### src/rtl/standby_defs.svh
// Purpose: Offsets, field positions, reset values and counts for the
//          standby entry and wake controller.
// Assumes: 32-bit byte addresses on the register port.
// Notes:   Definitions only.
`ifndef STANDBY_DEFS_SVH
`define STANDBY_DEFS_SVH

`define ADDR_EDGE_CTL     32'h0FFF8358
`define ADDR_WDT_CSR      32'hFFFF8610
`define ADDR_STBY_CTL     32'hFFFF8614
`define ADDR_STAB_CNT     32'hFFFF8618
`define ADDR_STBY_STAT    32'hFFFF861C

`define SBY_SELECT_BIT    7
`define SBY_FLOAT_BIT     6
`define SBY_UPPER_BIT     1
`define SBY_LOWER_BIT     0
`define WDT_MODE_BIT      6
`define WDT_RUN_BIT       5
`define WDT_CKS_MSB       2
`define WDT_CKS_LSB       0
`define ICR_EDGE_BIT      8
`define ICR_LEVEL_BIT     15
`define STAT_REFUSED_BIT  4

`define STBY_CTL_RST      4'h0
`define WDT_CSR_RST       5'h00
`define EDGE_SEL_RST      1'b0
`define STAB_CNT_RST      8'h00

`define CNT_MAX           8'hFF
// Division exponent is clock select code plus this base; code 6 -> 1/4096.
`define DIV_EXP_BASE      6
`define CKS_DIV4096       3'h6

`endif

### src/rtl/standby_pkg.sv
// Purpose: Types shared by the standby entry and wake controller.
// Assumes: Constants come from standby_defs.svh.
// Notes:   Types only.
package standby_pkg;

  typedef enum logic [3:0] {
    ST_RUN       = 4'h1,
    ST_SLEEP     = 4'h2,
    ST_STANDBY   = 4'h4,
    ST_STABILIZE = 4'h8
  } standby_state_e;

  typedef struct packed {
    logic [31:0] addr;
    logic [31:0] wdata;
    logic        wr;
    logic        rd;
  } bus_req_s;

  typedef struct packed {
    logic standby_select;
    logic pin_float_select;
    logic upper_irq_wake_control;
    logic lower_irq_wake_control;
  } standby_control_s;

  typedef struct packed {
    logic       timer_mode_select;
    logic       timer_run_enable;
    logic [2:0] timer_clock_select;
  } watchdog_control_s;

  typedef struct packed {
    logic osc_run;
    logic chip_clk_en;
    logic cpu_sleep;
    logic hold_pins;
    logic float_pins;
  } power_ctl_s;

endpackage : standby_pkg

### src/rtl/pin_input_filter.sv
// Purpose: Three-stage synchroniser with agreement filter for pin inputs.
// Assumes: Pins are asynchronous to core_clk_in.
// Notes:   A change is taken once the second and third stages agree.
`timescale 1ns/10ps
module pin_input_filter #(
  parameter int WIDTH = 9
) (
  input  wire logic             core_clk_in,
  input  wire logic             rst_in,
  input  wire logic             clk_en_in,
  input  wire logic [WIDTH-1:0] pin_in,
  output logic      [WIDTH-1:0] level_out
);

  logic [WIDTH-1:0] meta_reg;
  logic [WIDTH-1:0] sync_reg;
  logic [WIDTH-1:0] agree_reg;

  for (genvar i = 0; i < WIDTH; i++) begin : g_bit
    always_ff @(posedge core_clk_in or posedge rst_in) begin
      if (rst_in) begin
        meta_reg[i]  <= 1'b0;
        sync_reg[i]  <= 1'b0;
        agree_reg[i] <= 1'b0;
        level_out[i] <= 1'b0;
      end else if (clk_en_in) begin
        meta_reg[i]  <= pin_in[i];
        sync_reg[i]  <= meta_reg[i];
        agree_reg[i] <= sync_reg[i];
        // A single-cycle disagreement is a glitch and is not passed on.
        if (sync_reg[i] == agree_reg[i]) begin
          level_out[i] <= agree_reg[i];
        end
      end
    end
  end

endmodule : pin_input_filter

### src/rtl/standby_entry_wake_control.sv
// Purpose: Software standby entry, wake-up and oscillator stabilisation.
// Assumes: Register port with read data one cycle after the read strobe.
// Notes:   Clock gating itself lives outside; this block drives enables.
//
// Design decision made here: the address-and-strobe port.
`timescale 1ns/10ps
`include "standby_defs.svh"
module standby_entry_wake_control
  import standby_pkg::*;
#(
  parameter int DIV_EXP_BASE = `DIV_EXP_BASE
) (
  input  wire logic       core_clk_in,
  input  wire logic       rst_in,
  input  wire logic       clk_en_in,
  input  wire bus_req_s   bus_req_in,
  output logic [31:0]     rdata_out,
  input  wire logic       sleep_exec_in,
  input  wire logic       nmi_pin_in,
  input  wire logic [7:0] irq_pin_in,
  output power_ctl_s      power_out,
  output logic            nmi_exception_out,
  output logic            interval_ovf_out,
  output logic            wdt_reset_out
);

  ////////////////////////////////////////////////////////////////////////
  // Declarations.

  standby_state_e    state_reg;
  standby_control_s  standby_control_reg;
  watchdog_control_s watchdog_control_status_reg;
  logic              nonmaskable_edge_select_reg;
  logic [7:0]        stabilization_counter_reg;
  logic              refused_reg;
  logic              wake_by_pin_reg;
  logic              pin_prev_reg;
  logic [13:0]       prescale_reg;
  logic [8:0]        pin_level;
  logic              nonmaskable_pin_level;
  logic [7:0]        irq_level;
  logic              pin_rise;
  logic              pin_fall;
  logic              pin_edge;
  logic              wake_evt;
  logic              upper_wake;
  logic              lower_wake;
  logic              sleep_std;
  logic              count_en;
  logic [4:0]        div_exp;
  logic [13:0]       div_mask;
  logic              tick;
  logic              cnt_ovf;
  logic              wr_ok;
  logic              in_standby;

  ////////////////////////////////////////////////////////////////////////
  // Pin synchronisers and edge detection.

  pin_input_filter #(
    .WIDTH (9)
  ) u_pins (
    .core_clk_in (core_clk_in),
    .rst_in      (rst_in),
    .clk_en_in   (clk_en_in),
    .pin_in      ({~nmi_pin_in, irq_pin_in}),
    .level_out   (pin_level)
  );

  // The pin idles high, so it is filtered inverted: no false edge at reset.
  assign nonmaskable_pin_level = ~pin_level[8];
  assign irq_level             = pin_level[7:0];

  always_ff @(posedge core_clk_in or posedge rst_in) begin
    if (rst_in) begin
      pin_prev_reg <= 1'b1;
    end else if (clk_en_in) begin
      pin_prev_reg <= nonmaskable_pin_level;
    end
  end

  assign pin_rise = nonmaskable_pin_level & ~pin_prev_reg;
  assign pin_fall = ~nonmaskable_pin_level & pin_prev_reg;
  assign pin_edge = nonmaskable_edge_select_reg ? pin_rise : pin_fall;

  // Polarity as printed: a one in the control bit blocks that group.
  assign upper_wake = (|irq_level[7:4]) &
                      ~standby_control_reg.upper_irq_wake_control;
  assign lower_wake = (|irq_level[3:0]) &
                      ~standby_control_reg.lower_irq_wake_control;
  assign wake_evt   = pin_edge | upper_wake | lower_wake;

  ////////////////////////////////////////////////////////////////////////
  // Standby sequencer.

  assign in_standby = (state_reg == ST_STANDBY) ||
                      (state_reg == ST_STABILIZE);
  assign sleep_std  = (state_reg == ST_RUN) && sleep_exec_in &&
                      standby_control_reg.standby_select;

  always_ff @(posedge core_clk_in or posedge rst_in) begin
    if (rst_in) begin
      state_reg <= ST_RUN;
    end else if (clk_en_in) begin
      case (state_reg)
        ST_RUN: begin
          if (sleep_exec_in) begin
            if (!standby_control_reg.standby_select) begin
              state_reg <= ST_SLEEP;
            end else if (!watchdog_control_status_reg.timer_run_enable) begin
              state_reg <= ST_STANDBY;
            end
          end
        end
        ST_SLEEP: begin
          if (pin_edge || (|irq_level)) begin
            state_reg <= ST_RUN;
          end
        end
        ST_STANDBY: begin
          if (wake_evt) begin
            state_reg <= ST_STABILIZE;
          end
        end
        ST_STABILIZE: begin
          if (cnt_ovf) begin
            state_reg <= ST_RUN;
          end
        end
        default: begin
          state_reg <= ST_RUN;
        end
      endcase
    end
  end

  // Remember whether the pin edge caused the wake, for the exception.
  always_ff @(posedge core_clk_in or posedge rst_in) begin
    if (rst_in) begin
      wake_by_pin_reg <= 1'b0;
    end else if (clk_en_in && state_reg == ST_STANDBY && wake_evt) begin
      wake_by_pin_reg <= pin_edge;
    end
  end

  // Set wins over a clear in the same cycle, so no refusal is missed.
  always_ff @(posedge core_clk_in or posedge rst_in) begin
    if (rst_in) begin
      refused_reg <= 1'b0;
    end else if (clk_en_in) begin
      if (sleep_std && watchdog_control_status_reg.timer_run_enable) begin
        refused_reg <= 1'b1;
      end else if (wr_ok && bus_req_in.addr == `ADDR_STBY_STAT &&
                   bus_req_in.wdata[`STAT_REFUSED_BIT]) begin
        refused_reg <= 1'b0;
      end
    end
  end

  // The oscillator stays off only in full standby; pins follow the
  // float select until the chip clock returns.
  always_comb begin
    power_out.osc_run     = (state_reg != ST_STANDBY);
    power_out.chip_clk_en = (state_reg == ST_RUN);
    power_out.cpu_sleep   = (state_reg == ST_SLEEP);
    power_out.hold_pins   = in_standby &
                            ~standby_control_reg.pin_float_select;
    power_out.float_pins  = in_standby &
                            standby_control_reg.pin_float_select;
  end

  ////////////////////////////////////////////////////////////////////////
  // Prescaler and stabilisation counter.

  assign count_en = ((state_reg == ST_RUN) &&
                     watchdog_control_status_reg.timer_run_enable) ||
                    (state_reg == ST_STABILIZE);
  assign div_exp  = 5'(watchdog_control_status_reg.timer_clock_select) +
                    5'(DIV_EXP_BASE);
  assign div_mask = 14'((15'h0001 << div_exp) - 15'h0001);
  assign tick     = count_en && ((prescale_reg & div_mask) == div_mask);
  assign cnt_ovf  = tick && (stabilization_counter_reg == `CNT_MAX);

  always_ff @(posedge core_clk_in or posedge rst_in) begin
    if (rst_in) begin
      prescale_reg <= 14'h0000;
    end else if (clk_en_in && count_en) begin
      prescale_reg <= prescale_reg + 14'h0001;
    end
  end

  // Software writes only land while running; standby keeps the value.
  always_ff @(posedge core_clk_in or posedge rst_in) begin
    if (rst_in) begin
      stabilization_counter_reg <= `STAB_CNT_RST;
    end else if (clk_en_in) begin
      if (wr_ok && bus_req_in.addr == `ADDR_STAB_CNT) begin
        stabilization_counter_reg <= bus_req_in.wdata[7:0];
      end else if (tick) begin
        stabilization_counter_reg <= stabilization_counter_reg + 8'h01;
      end
    end
  end

  // Pulses also freeze while the clock enable is low.
  always_ff @(posedge core_clk_in or posedge rst_in) begin
    if (rst_in) begin
      nmi_exception_out <= 1'b0;
      interval_ovf_out  <= 1'b0;
      wdt_reset_out     <= 1'b0;
    end else if (clk_en_in) begin
      nmi_exception_out <= (pin_edge && (state_reg == ST_RUN ||
                                         state_reg == ST_SLEEP)) ||
                           (state_reg == ST_STABILIZE && cnt_ovf &&
                            wake_by_pin_reg);
      interval_ovf_out  <= (state_reg == ST_RUN) && cnt_ovf &&
                           !watchdog_control_status_reg.timer_mode_select;
      wdt_reset_out     <= (state_reg == ST_RUN) && cnt_ovf &&
                           watchdog_control_status_reg.timer_mode_select;
    end
  end

  ////////////////////////////////////////////////////////////////////////
  // Register port.

  // The CPU is stopped outside the run state, so writes there are dropped.
  assign wr_ok = bus_req_in.wr && (state_reg == ST_RUN);

  always_ff @(posedge core_clk_in or posedge rst_in) begin
    if (rst_in) begin
      standby_control_reg         <= `STBY_CTL_RST;
      watchdog_control_status_reg <= `WDT_CSR_RST;
      nonmaskable_edge_select_reg <= `EDGE_SEL_RST;
    end else if (clk_en_in && wr_ok) begin
      if (bus_req_in.addr == `ADDR_STBY_CTL) begin
        standby_control_reg <= {bus_req_in.wdata[`SBY_SELECT_BIT],
                                bus_req_in.wdata[`SBY_FLOAT_BIT],
                                bus_req_in.wdata[`SBY_UPPER_BIT],
                                bus_req_in.wdata[`SBY_LOWER_BIT]};
      end else if (bus_req_in.addr == `ADDR_WDT_CSR) begin
        watchdog_control_status_reg <=
          {bus_req_in.wdata[`WDT_MODE_BIT],
           bus_req_in.wdata[`WDT_RUN_BIT],
           bus_req_in.wdata[`WDT_CKS_MSB:`WDT_CKS_LSB]};
      end else if (bus_req_in.addr == `ADDR_EDGE_CTL) begin
        nonmaskable_edge_select_reg <= bus_req_in.wdata[`ICR_EDGE_BIT];
      end
    end
  end

  always_ff @(posedge core_clk_in or posedge rst_in) begin
    if (rst_in) begin
      rdata_out <= 32'h00000000;
    end else if (clk_en_in) begin
      rdata_out <= 32'h00000000;
      if (bus_req_in.rd) begin
        if (bus_req_in.addr == `ADDR_STBY_CTL) begin
          rdata_out[`SBY_SELECT_BIT] <= standby_control_reg.standby_select;
          rdata_out[`SBY_FLOAT_BIT]  <= standby_control_reg.pin_float_select;
          rdata_out[`SBY_UPPER_BIT]  <=
            standby_control_reg.upper_irq_wake_control;
          rdata_out[`SBY_LOWER_BIT]  <=
            standby_control_reg.lower_irq_wake_control;
        end else if (bus_req_in.addr == `ADDR_WDT_CSR) begin
          rdata_out[`WDT_MODE_BIT] <=
            watchdog_control_status_reg.timer_mode_select;
          rdata_out[`WDT_RUN_BIT]  <=
            watchdog_control_status_reg.timer_run_enable;
          rdata_out[`WDT_CKS_MSB:`WDT_CKS_LSB] <=
            watchdog_control_status_reg.timer_clock_select;
        end else if (bus_req_in.addr == `ADDR_EDGE_CTL) begin
          rdata_out[`ICR_LEVEL_BIT] <= nonmaskable_pin_level;
          rdata_out[`ICR_EDGE_BIT]  <= nonmaskable_edge_select_reg;
        end else if (bus_req_in.addr == `ADDR_STAB_CNT) begin
          rdata_out[7:0] <= stabilization_counter_reg;
        end else if (bus_req_in.addr == `ADDR_STBY_STAT) begin
          rdata_out[3:0]               <= state_reg;
          rdata_out[`STAT_REFUSED_BIT] <= refused_reg;
        end
      end
    end
  end
endmodule : standby_entry_wake_control

### config.mk
export PLATFORM = sky130hd
export DESIGN_NAME = standby_entry_wake_control
export DESIGN_NICKNAME = d
export VERILOG_FILES = /design/src/rtl/standby_pkg.sv /design/src/rtl/pin_input_filter.sv /design/src/rtl/standby_entry_wake_control.sv
export VERILOG_INCLUDE_DIRS = /design/src /design/src/rtl
export SDC_FILE = /design/constraint.sdc
export NUM_CORES = 1
export LEC_CHECK = 0
export BUFFER_PORTS_ARGS = -buffer_cell sky130_fd_sc_hd__buf_2
export CORE_ASPECT_RATIO = 0.6
export CORE_MARGIN = 2
export CORE_UTILIZATION = 30
export CTS_CLUSTER_DIAMETER = 80
export CTS_CLUSTER_SIZE = 8
export DETAILED_ROUTE_END_ITERATION = 10
export SLEW_MARGIN = 10
export SYNTH_ARGS = -nofsm -noshare
export SYNTH_HDL_FRONTEND = slang
export SYNTH_SLANG_ARGS = --single-unit
### constraint.sdc
create_clock -name core_clk_in -period 4.5 [get_ports core_clk_in]
set_input_delay 0.225 -clock core_clk_in [delete_from_list [all_inputs] [get_ports core_clk_in]]
set_output_delay 0.225 -clock core_clk_in [all_outputs]
set_load 0.01 [all_outputs]
==> insert_results.sql, run 1 <==
INSERT INTO impl_metrics (metric_group, metric, value, unit) VALUES
('worst_hold_path', 'min_to', 'u_pins.meta_reg[8]', ''),
('clock_network', 'cts.repair_timing.setup_buffer_count', '0', ''),
('synthesis', 'netlist_top_cells_count', 'sky130_fd_sc_hd__dfrtp_1, sky130_fd_sc_hd__o21ai_0, sky130_fd_sc_hd__nand2_1, sky130_fd_sc_hd__mux2_2, sky130_fd_sc_hd__buf_4', ''),
('placement', 'portBuffers', '73', ''),
('clock_network', 'path_clk_slew', '80', 'ps'),
('clock_network', 'cts.sink_count', '88', ''),
('synthesis', 'yosys.cell_types.count', '80', ''),
('final_layout', 'num_antenna_cells', '0', ''),
('pwr', 'total_leakage_power', '2.63', 'nW'),
('worst_setup_path', 'cp.required', '4750', 'ps'),
('final_layout', 'largest_reg_flops', '14', ''),
('worst_setup_path', 'r2r-end', 'interval_ovf_out', ''),
('clock_network', 'post_cts.resized_instances', '0', ''),
('die', 'floorplan_die_height', '105', 'microns'),
('clock_network', 'h_tree_lvls', '3', ''),
('worst_setup_path', 'worst-endpoint-arrival', '3940', 'ps'),
('die', 'floorplan.die_area', '0.0182', 'sq mm'),
('run', 'cap_viol_max_count', '0', ''),
('clock_network', 'ctsLongestPathBuffers', '2', ''),
('routing', 'routed_via_density', '5.10', ''),
('placement', 'place.detailed.hpwl', '9.64', 'mm'),
('synthesis', 'post_synth.cell_area_avg', '10.3', 'sq um'),
('die', 'num_ports', '119', ''),
('timing', 'total_of_endpoints_with_negative_setup_slack_in_the_final_report', '0', ''),
('global_route', 'gr-max-usage-layer', 'met2', ''),
('routing', 'num_vias', '4031', ''),
('synthesis', 'synth_most_common_cell', 'sky130_fd_sc_hd__dfrtp_1', ''),
('clock_network', 'clk-insertion-delay-late', '350', 'ps'),
('clock_network', 'number_of_clock_buffers_inserted_by_tritoncts', '9', ''),
('synthesis', 'synthTopCellsByArea', 'sky130_fd_sc_hd__dfrtp_1, sky130_fd_sc_hd__mux2_2, sky130_fd_sc_hd__o21ai_0', ''),
('die', 'die_width', '173', 'microns'),
('timing', 'timing.setup.tns', '0', 'ps'),
('pwr', 'peakVddDrop', '0.000207', 'V'),
('global_route', 'grt_remaining_overflow', '0', ''),
('timing', 'post-route-period-util', '0.819', ''),
('timing', 'timing.final.crit_period', '3690', 'ps'),
('pwr', 'pwr_density_cell', '348', 'mW/mm^2'),
('final_layout', 'post-route-util', '0.357', ''),
('final_layout', 'fin_cells', '791', ''),
('synthesis', 'number_of_enable_flip_flop_cells_after_synthesis', '0', ''),
('synthesis', 'netlist_area_before_placement', '0.00513', 'sq mm'),
('final_layout', 'design.final.nets', '645', ''),
('global_route', 'grt_antenna_before_repair', '0', ''),
('worst_setup_path', 'start_kind', 'flop', ''),
('synthesis', 'synthArstFlopShare', '1.00', ''),
('final_layout', 'area_growth', '14.7', '%'),
('global_route', 'grt_pass1_wl', '21.0', 'mm'),
('routing', 'routed_wl', '12.9', 'mm'),
('die', 'cell_rows', '36', ''),
('worst_hold_path', 'hp-class', 'in -> reg', ''),
('timing', 'fmax', '0.271', 'GHz'),
('final_layout', 'fillerInstances', '1714', ''),
('outcome', 'run_status', 'complete, no violations', ''),
('synthesis', 'post-synth-top-area-cell', 'sky130_fd_sc_hd__dfrtp_1', ''),
('timing', 'max-slew-margin-rel', '0.387', ''),
('synthesis', 'synth_seq_area_share', '0.430', ''),
('clock_network', 'cts_tree', 'done', ''),
('global_route', 'vias_in_the_first_global_route', '3918', ''),
('timing', 'finClkSkew', '13.1', 'ps'),
('timing', 'final-hold-violation-count', '0', ''),
('synthesis', 'post_synthesis_register_bit_count', '88', ''),
('synthesis', 'yosysWarnings', '0', ''),
('synthesis', 'dominantRegCellSynth', 'sky130_fd_sc_hd__dfrtp_1', ''),
('timing', 'worst_slew_pin_slew', '918', 'ps'),
('timing', 'finalMaxSlewViolations', '0', ''),
('worst_setup_path', 'critPathMaxFanout', '16', ''),
('worst_setup_path', 'end_kind', 'flop', ''),
('global_route', 'grtUsageMet2', '0.220', ''),
('clock_network', 'cts_hold_repair.buffers', '0', ''),
('synthesis', 'post_synth_inst_count', '496', ''),
('global_route', 'grt_max_degree', '59', '');
-- power by group --
group / switching, W / internal [W]
registers: 0.0000940 / 0.000880
logic: 0.000184 / 0.000131
clock network: 0.000363 / 0.000397
-- critical path, cell delays in order (launching register included) --
cell and delay (ps):
sky130_fd_sc_hd__dfrtp_1 400, sky130_fd_sc_hd__inv_1 110, sky130_fd_sc_hd__ha_1 470, sky130_fd_sc_hd__nand4b_1 200
sky130_fd_sc_hd__ha_1 350, sky130_fd_sc_hd__nor2_1 80, sky130_fd_sc_hd__a2111oi_0 510, sky130_fd_sc_hd__mux2_2 440
sky130_fd_sc_hd__nor4_4 260, sky130_fd_sc_hd__buf_4 260, sky130_fd_sc_hd__nand4_2 250, sky130_fd_sc_hd__o31ai_2 250
-- area by class of cell --
cell class                 instances  area, sq um  area share
sequential                        88         2200       0.375
clock inverter                     7         86.3      0.0147
timing repair buffer              78          403      0.0685
tap                              228          285      0.0485
inverter                          19         72.6      0.0123
clock buffer                       9          225      0.0383
multi-input combinational        362         2610       0.443
-- metrics by stage --
step | area [sq um] | setup slack, ps
after floorplan | 5210 | 921
after global placement | 5570 | 999
after detailed placement | 5570 | 868
after CTS | 5880 | 843
after global routing | 5880 | 635
final | 5880 | 814
-- cells by family (layout without fill, tap and decap cells) --
group	after synthesis	in the layout	synth area share
adder cells (fa/ha/maj)	8	8	0.0195
buffers and inverters	67	113	0.0771
AND/OR/NAND/NOR	172	172	0.219
other	1	22	0.000731
AO/OA/AOI/OAI	105	105	0.141
XOR/XNOR	17	17	0.0290
flip-flops	88	88	0.430
multiplexers	38	38	0.0842
-- worst max path at each step --
stage | start | slack (ps) | end
2_1_floorplan | watchdog_control_status_reg[1] | 920 | state_reg[3]
3_3_place_gp | watchdog_control_status_reg[2] | 1000 | state_reg[3]
3_5_place_dp | watchdog_control_status_reg[2] | 870 | interval_ovf_out
4_1_cts | watchdog_control_status_reg[2] | 840 | interval_ovf_out
5_1_grt | watchdog_control_status_reg[2] | 630 | interval_ovf_out
6_report | watchdog_control_status_reg[2] | 810 | interval_ovf_out
-- layout by cell type, fill, tap and decap left out, types with 4 or more instances in the layout --
master,netlist,final
sky130_fd_sc_hd__nand4_1,17,17
sky130_fd_sc_hd__and3_2,4,4
sky130_fd_sc_hd__nand4b_1,4,4
sky130_fd_sc_hd__nor2_1,18,18
sky130_fd_sc_hd__nand2b_1,4,4
sky130_fd_sc_hd__mux2_2,29,29
sky130_fd_sc_hd__o2bb2ai_1,8,8
sky130_fd_sc_hd__nor4_1,6,6
sky130_fd_sc_hd__o211ai_1,5,5
sky130_fd_sc_hd__dfrtp_1,86,86
sky130_fd_sc_hd__xnor2_1,11,11
sky130_fd_sc_hd__buf_2,6,73
sky130_fd_sc_hd__nor3_1,7,7
sky130_fd_sc_hd__and3_1,10,10
sky130_fd_sc_hd__a211oi_2,4,4
sky130_fd_sc_hd__o21ai_0,42,42
sky130_fd_sc_hd__mux2i_1,6,6
sky130_fd_sc_hd__nand3_1,19,19
sky130_fd_sc_hd__xor2_1,6,6
sky130_fd_sc_hd__inv_1,19,18
sky130_fd_sc_hd__conb_1,1,22
sky130_fd_sc_hd__ha_1,8,8
sky130_fd_sc_hd__nor2b_1,6,6
sky130_fd_sc_hd__nand3b_1,9,9
sky130_fd_sc_hd__buf_4,23,5
sky130_fd_sc_hd__nor4b_1,5,5
sky130_fd_sc_hd__clkbuf_16,0,9
sky130_fd_sc_hd__nand2_1,30,30
sky130_fd_sc_hd__a21oi_1,18,18
-- routing by layer --
layer,part of all wire,vias to the layer above,wire [microns]
met1,0.49,1996,6300
met5,0,-,0
met4,0.0097,0,125
met2,0.45,136,5760
li1,-,1888,-
met3,0.058,11,751
Note: power is estimated with default switching activity, not from simulation.
==> run 2: changes to the inputs <==
==> constraint.sdc (replaced) <==
create_clock -name core_clk_in -period 3.3 [get_ports core_clk_in]
set_input_delay 0.165 -clock core_clk_in [delete_from_list [all_inputs] [get_ports core_clk_in]]
set_output_delay 0.165 -clock core_clk_in [all_outputs]
set_load 0.01 [all_outputs]
==> run 2 against run 1 <==
  * Critical path depth unchanged
  * Clock power grew 34%
  * Hold slack lost 8.9 ps
  * First-iteration DRC count shrank 11%
  * Clock-buffer cell count unchanged
  * Utilization grew 0.42 points
  * Largest power group unchanged
  * Highest routed layer unchanged
==> insert_results.sql, run 2 (synthesis gave the netlist of run 1 again) <==
INSERT INTO impl_metrics (metric_group, metric, value, unit) VALUES
('outcome', 'run_status', 'complete, no violations', ''),
('clock_network', 'clk_root_buffer_cell', 'sky130_fd_sc_hd__clkbuf_16', ''),
('worst_setup_path', 'slack_of_the_worst_reg_to_reg_path', '230', 'ps'),
('pwr', 'peakVddDrop', '0.000254', 'V'),
('die', 'cell_rows', '36', ''),
('clock_network', 'h_tree_lvls', '3', ''),
('clock_network', 'cts_tree', 'done', ''),
('global_route', 'grt_max_degree', '39', ''),
('timing', 'final.hold.worst_slack', '45.7', 'ps'),
('clock_network', 'ctsLongestPathBuffers', '2', ''),
('die', 'floorplan.die_area', '0.0182', 'sq mm'),
('die', 'floorplan.initialDensity', '0.311', ''),
('placement', 'portBuffers', '73', ''),
('timing', 'finClkSkew', '11.9', 'ps'),
('global_route', 'grt_pass1_wl', '20.8', 'mm'),
('worst_setup_path', 'r2r.worst_path.cells', '11', ''),
('timing', 'post-route-period-util', '0.930', ''),
('final_layout', 'area_growth', '16.1', '%'),
('final_layout', 'mostFrequentLayoutCell', 'sky130_fd_sc_hd__dfrtp_1', ''),
('final_layout', 'fraction_of_layout_instances_using_a_drive_strength_above_1', '0.297', ''),
('die', 'floorplan_die_height', '105', 'microns'),
('clock_network', 'path_clk_slew', '80', 'ps'),
('run', 'cap_viol_max_count', '0', ''),
('routing', 'num_vias', '4084', ''),
('worst_setup_path', 'worst-endpoint-arrival', '3330', 'ps'),
('timing', 'worst_slew_pin_slew', '709', 'ps'),
('worst_setup_path', 'cp-startpoint', 'watchdog_control_status_reg[2]', ''),
('clock_network', 'cts.sink_count', '88', ''),
('pwr', 'total_leakage_power', '2.67', 'nW'),
('routing', 'drc', '0', ''),
('final_layout', 'layout_common_cells', 'sky130_fd_sc_hd__dfrtp_1, sky130_fd_sc_hd__buf_2, sky130_fd_sc_hd__o21ai_0', ''),
('global_route', 'grt_remaining_overflow', '0', ''),
('final_layout', 'design.final.nets', '655', ''),
('worst_setup_path', 'critPathMaxFanout', '15', ''),
('timing', 'rsz0062_at_grt', 'false', ''),
('worst_setup_path', 'critical_path.reg2reg.startpoint', 'watchdog_control_status_reg[2]', ''),
('timing', 'max-slew-margin-rel', '0.521', ''),
('global_route', 'vias_in_the_first_global_route', '3857', ''),
('placement', 'place.detailed.hpwl', '10.1', 'mm'),
('global_route', 'gr-usage-all-layers', '0.145', ''),
('timing', 'timing.final.crit_period', '3070', 'ps'),
('worst_setup_path', 'timing_worst_setup_path_type', 'reg -> reg', ''),
('routing', 'first_drt_iteration_drcs', '229', ''),
('worst_setup_path', 'r2r-end', 'stabilization_counter_reg[6]', ''),
('final_layout', 'num_antenna_cells', '0', ''),
('timing', 'fmax', '0.326', 'GHz'),
('timing', 'final-hold-violation-count', '0', ''),
('timing', 'timing.setup.tns', '0', 'ps'),
('global_route', 'grt_antenna_before_repair', '0', ''),
('final_layout', 'largest_reg_flops', '14', ''),
('timing', 'total_of_endpoints_with_negative_setup_slack_in_the_final_report', '0', ''),
('worst_setup_path', 'end_kind', 'flop', ''),
('routing', 'firstDrtPassIters', '6', ''),
('die', 'die_width', '173', 'microns'),
('die', 'placeableCoreArea', '0.0165', 'sq mm'),
('routing', 'routed_wl', '13.2', 'mm'),
('placement', 'gp_routability_congestion', '0.840', ''),
('routing', 'drtAntennaViolNets', '0', ''),
('pwr', 'pwr_density_cell', '470', 'mW/mm^2'),
('routing', 'routed_via_density', '5.10', ''),
('worst_hold_path', 'hp-class', 'in -> reg', ''),
('timing', 'finalMaxSlewViolations', '0', ''),
('worst_setup_path', 'crit_end', 'stabilization_counter_reg[6]', ''),
('clock_network', 'number_of_clock_buffers_inserted_by_tritoncts', '9', ''),
('worst_setup_path', 'cp.required', '3560', 'ps'),
('die', 'num_ports', '119', ''),
('clock_network', 'clk-insertion-delay-late', '350', 'ps'),
('clock_network', 'cts.repair_timing.setup_buffer_count', '0', ''),
('routing', 'routedWlPerCell', '16.5', 'microns'),
('worst_setup_path', 'start_kind', 'flop', '');
-- run 2: changes by cell type in the layout (fill, tap and decap cells not counted), sizes merged --
cell         before  now
buf              78   86
clkinv            6    2
clkinvlp          0    2
dlygate4sd3       0    2
inv              20   22
-- run 2: power breakdown --
| group | switching (W) | internal [W] |
|---|---|---|
| sequential | 0.000129 | 0.00120 |
| combinational | 0.000256 | 0.000191 |
| clock | 0.000487 | 0.000533 |
| total | 0.000872 | 0.00192 |
-- run 2: metal layers --
layer,track usage,up-vias,share of wire
li1,-,1910,-
met1,0.215,2022,0.51
met2,0.213,138,0.42
met3,0.0364,14,0.055
met4,0.0303,0,0.0095
met5,0,-,0
-- run 2: worst min-delay path by stage --
stage / start / end / cells after the start
2_1_floorplan: nmi_pin_in / u_pins.meta_reg[8] / 1
3_3_place_gp: rst_in / u_pins.meta_reg[6] / 2
3_5_place_dp: rst_in / u_pins.meta_reg[6] / 2
4_1_cts: irq_pin_in[3] / u_pins.meta_reg[3] / 2
5_1_grt: irq_pin_in[0] / u_pins.meta_reg[0] / 2
6_report: irq_pin_in[0] / u_pins.meta_reg[0] / 2
-- run 2: metrics by stage --
step / util / area [sq um] / power, W / instances / worst slack (ps)
finish: 0.361 / 5950 / 0.00280 / 801 / 231
global route: 0.361 / 5950 / 0.00294 / 801 / 14.0
CTS: 0.361 / 5950 / 0.00281 / 801 / 175
detailed placement: 0.342 / 5630 / 0.00179 / 783 / 200
global placement: 0.342 / 5630 / 0.00177 / 783 / 299
floorplan: - / 5210 / 0.00164 / 517 / 2.33
-- run 2: final cells by class --
type	count	area, sq um
Fill cell	1672	10500
Timing Repair Buffer	88	483
Clock inverter	7	71.3
Multi-Input combinational cell	362	2610
Sequential cell	88	2200
Clock buffer	9	225
Tap cell	228	285
Inverter	19	72.6
-- run 2: worst max-delay path: stages (launching register included) --
cell and delay [ps]:
sky130_fd_sc_hd__dfrtp_1 410, sky130_fd_sc_hd__inv_1 110, sky130_fd_sc_hd__ha_1 340, sky130_fd_sc_hd__nand4b_1 140
sky130_fd_sc_hd__ha_2 280, sky130_fd_sc_hd__nor2_1 70, sky130_fd_sc_hd__a2111oi_1 380, sky130_fd_sc_hd__mux2_2 420
sky130_fd_sc_hd__nor4_4 180, sky130_fd_sc_hd__buf_4 270, sky130_fd_sc_hd__a311oi_1 140, sky130_fd_sc_hd__a211oi_2 230
-- run 2: repair_timing --
item,CTS,global route
resized for setup,0,1
endpoints found under the setup margin,0,3
hold buffers,2,0
endpoints found under the hold margin,35,0
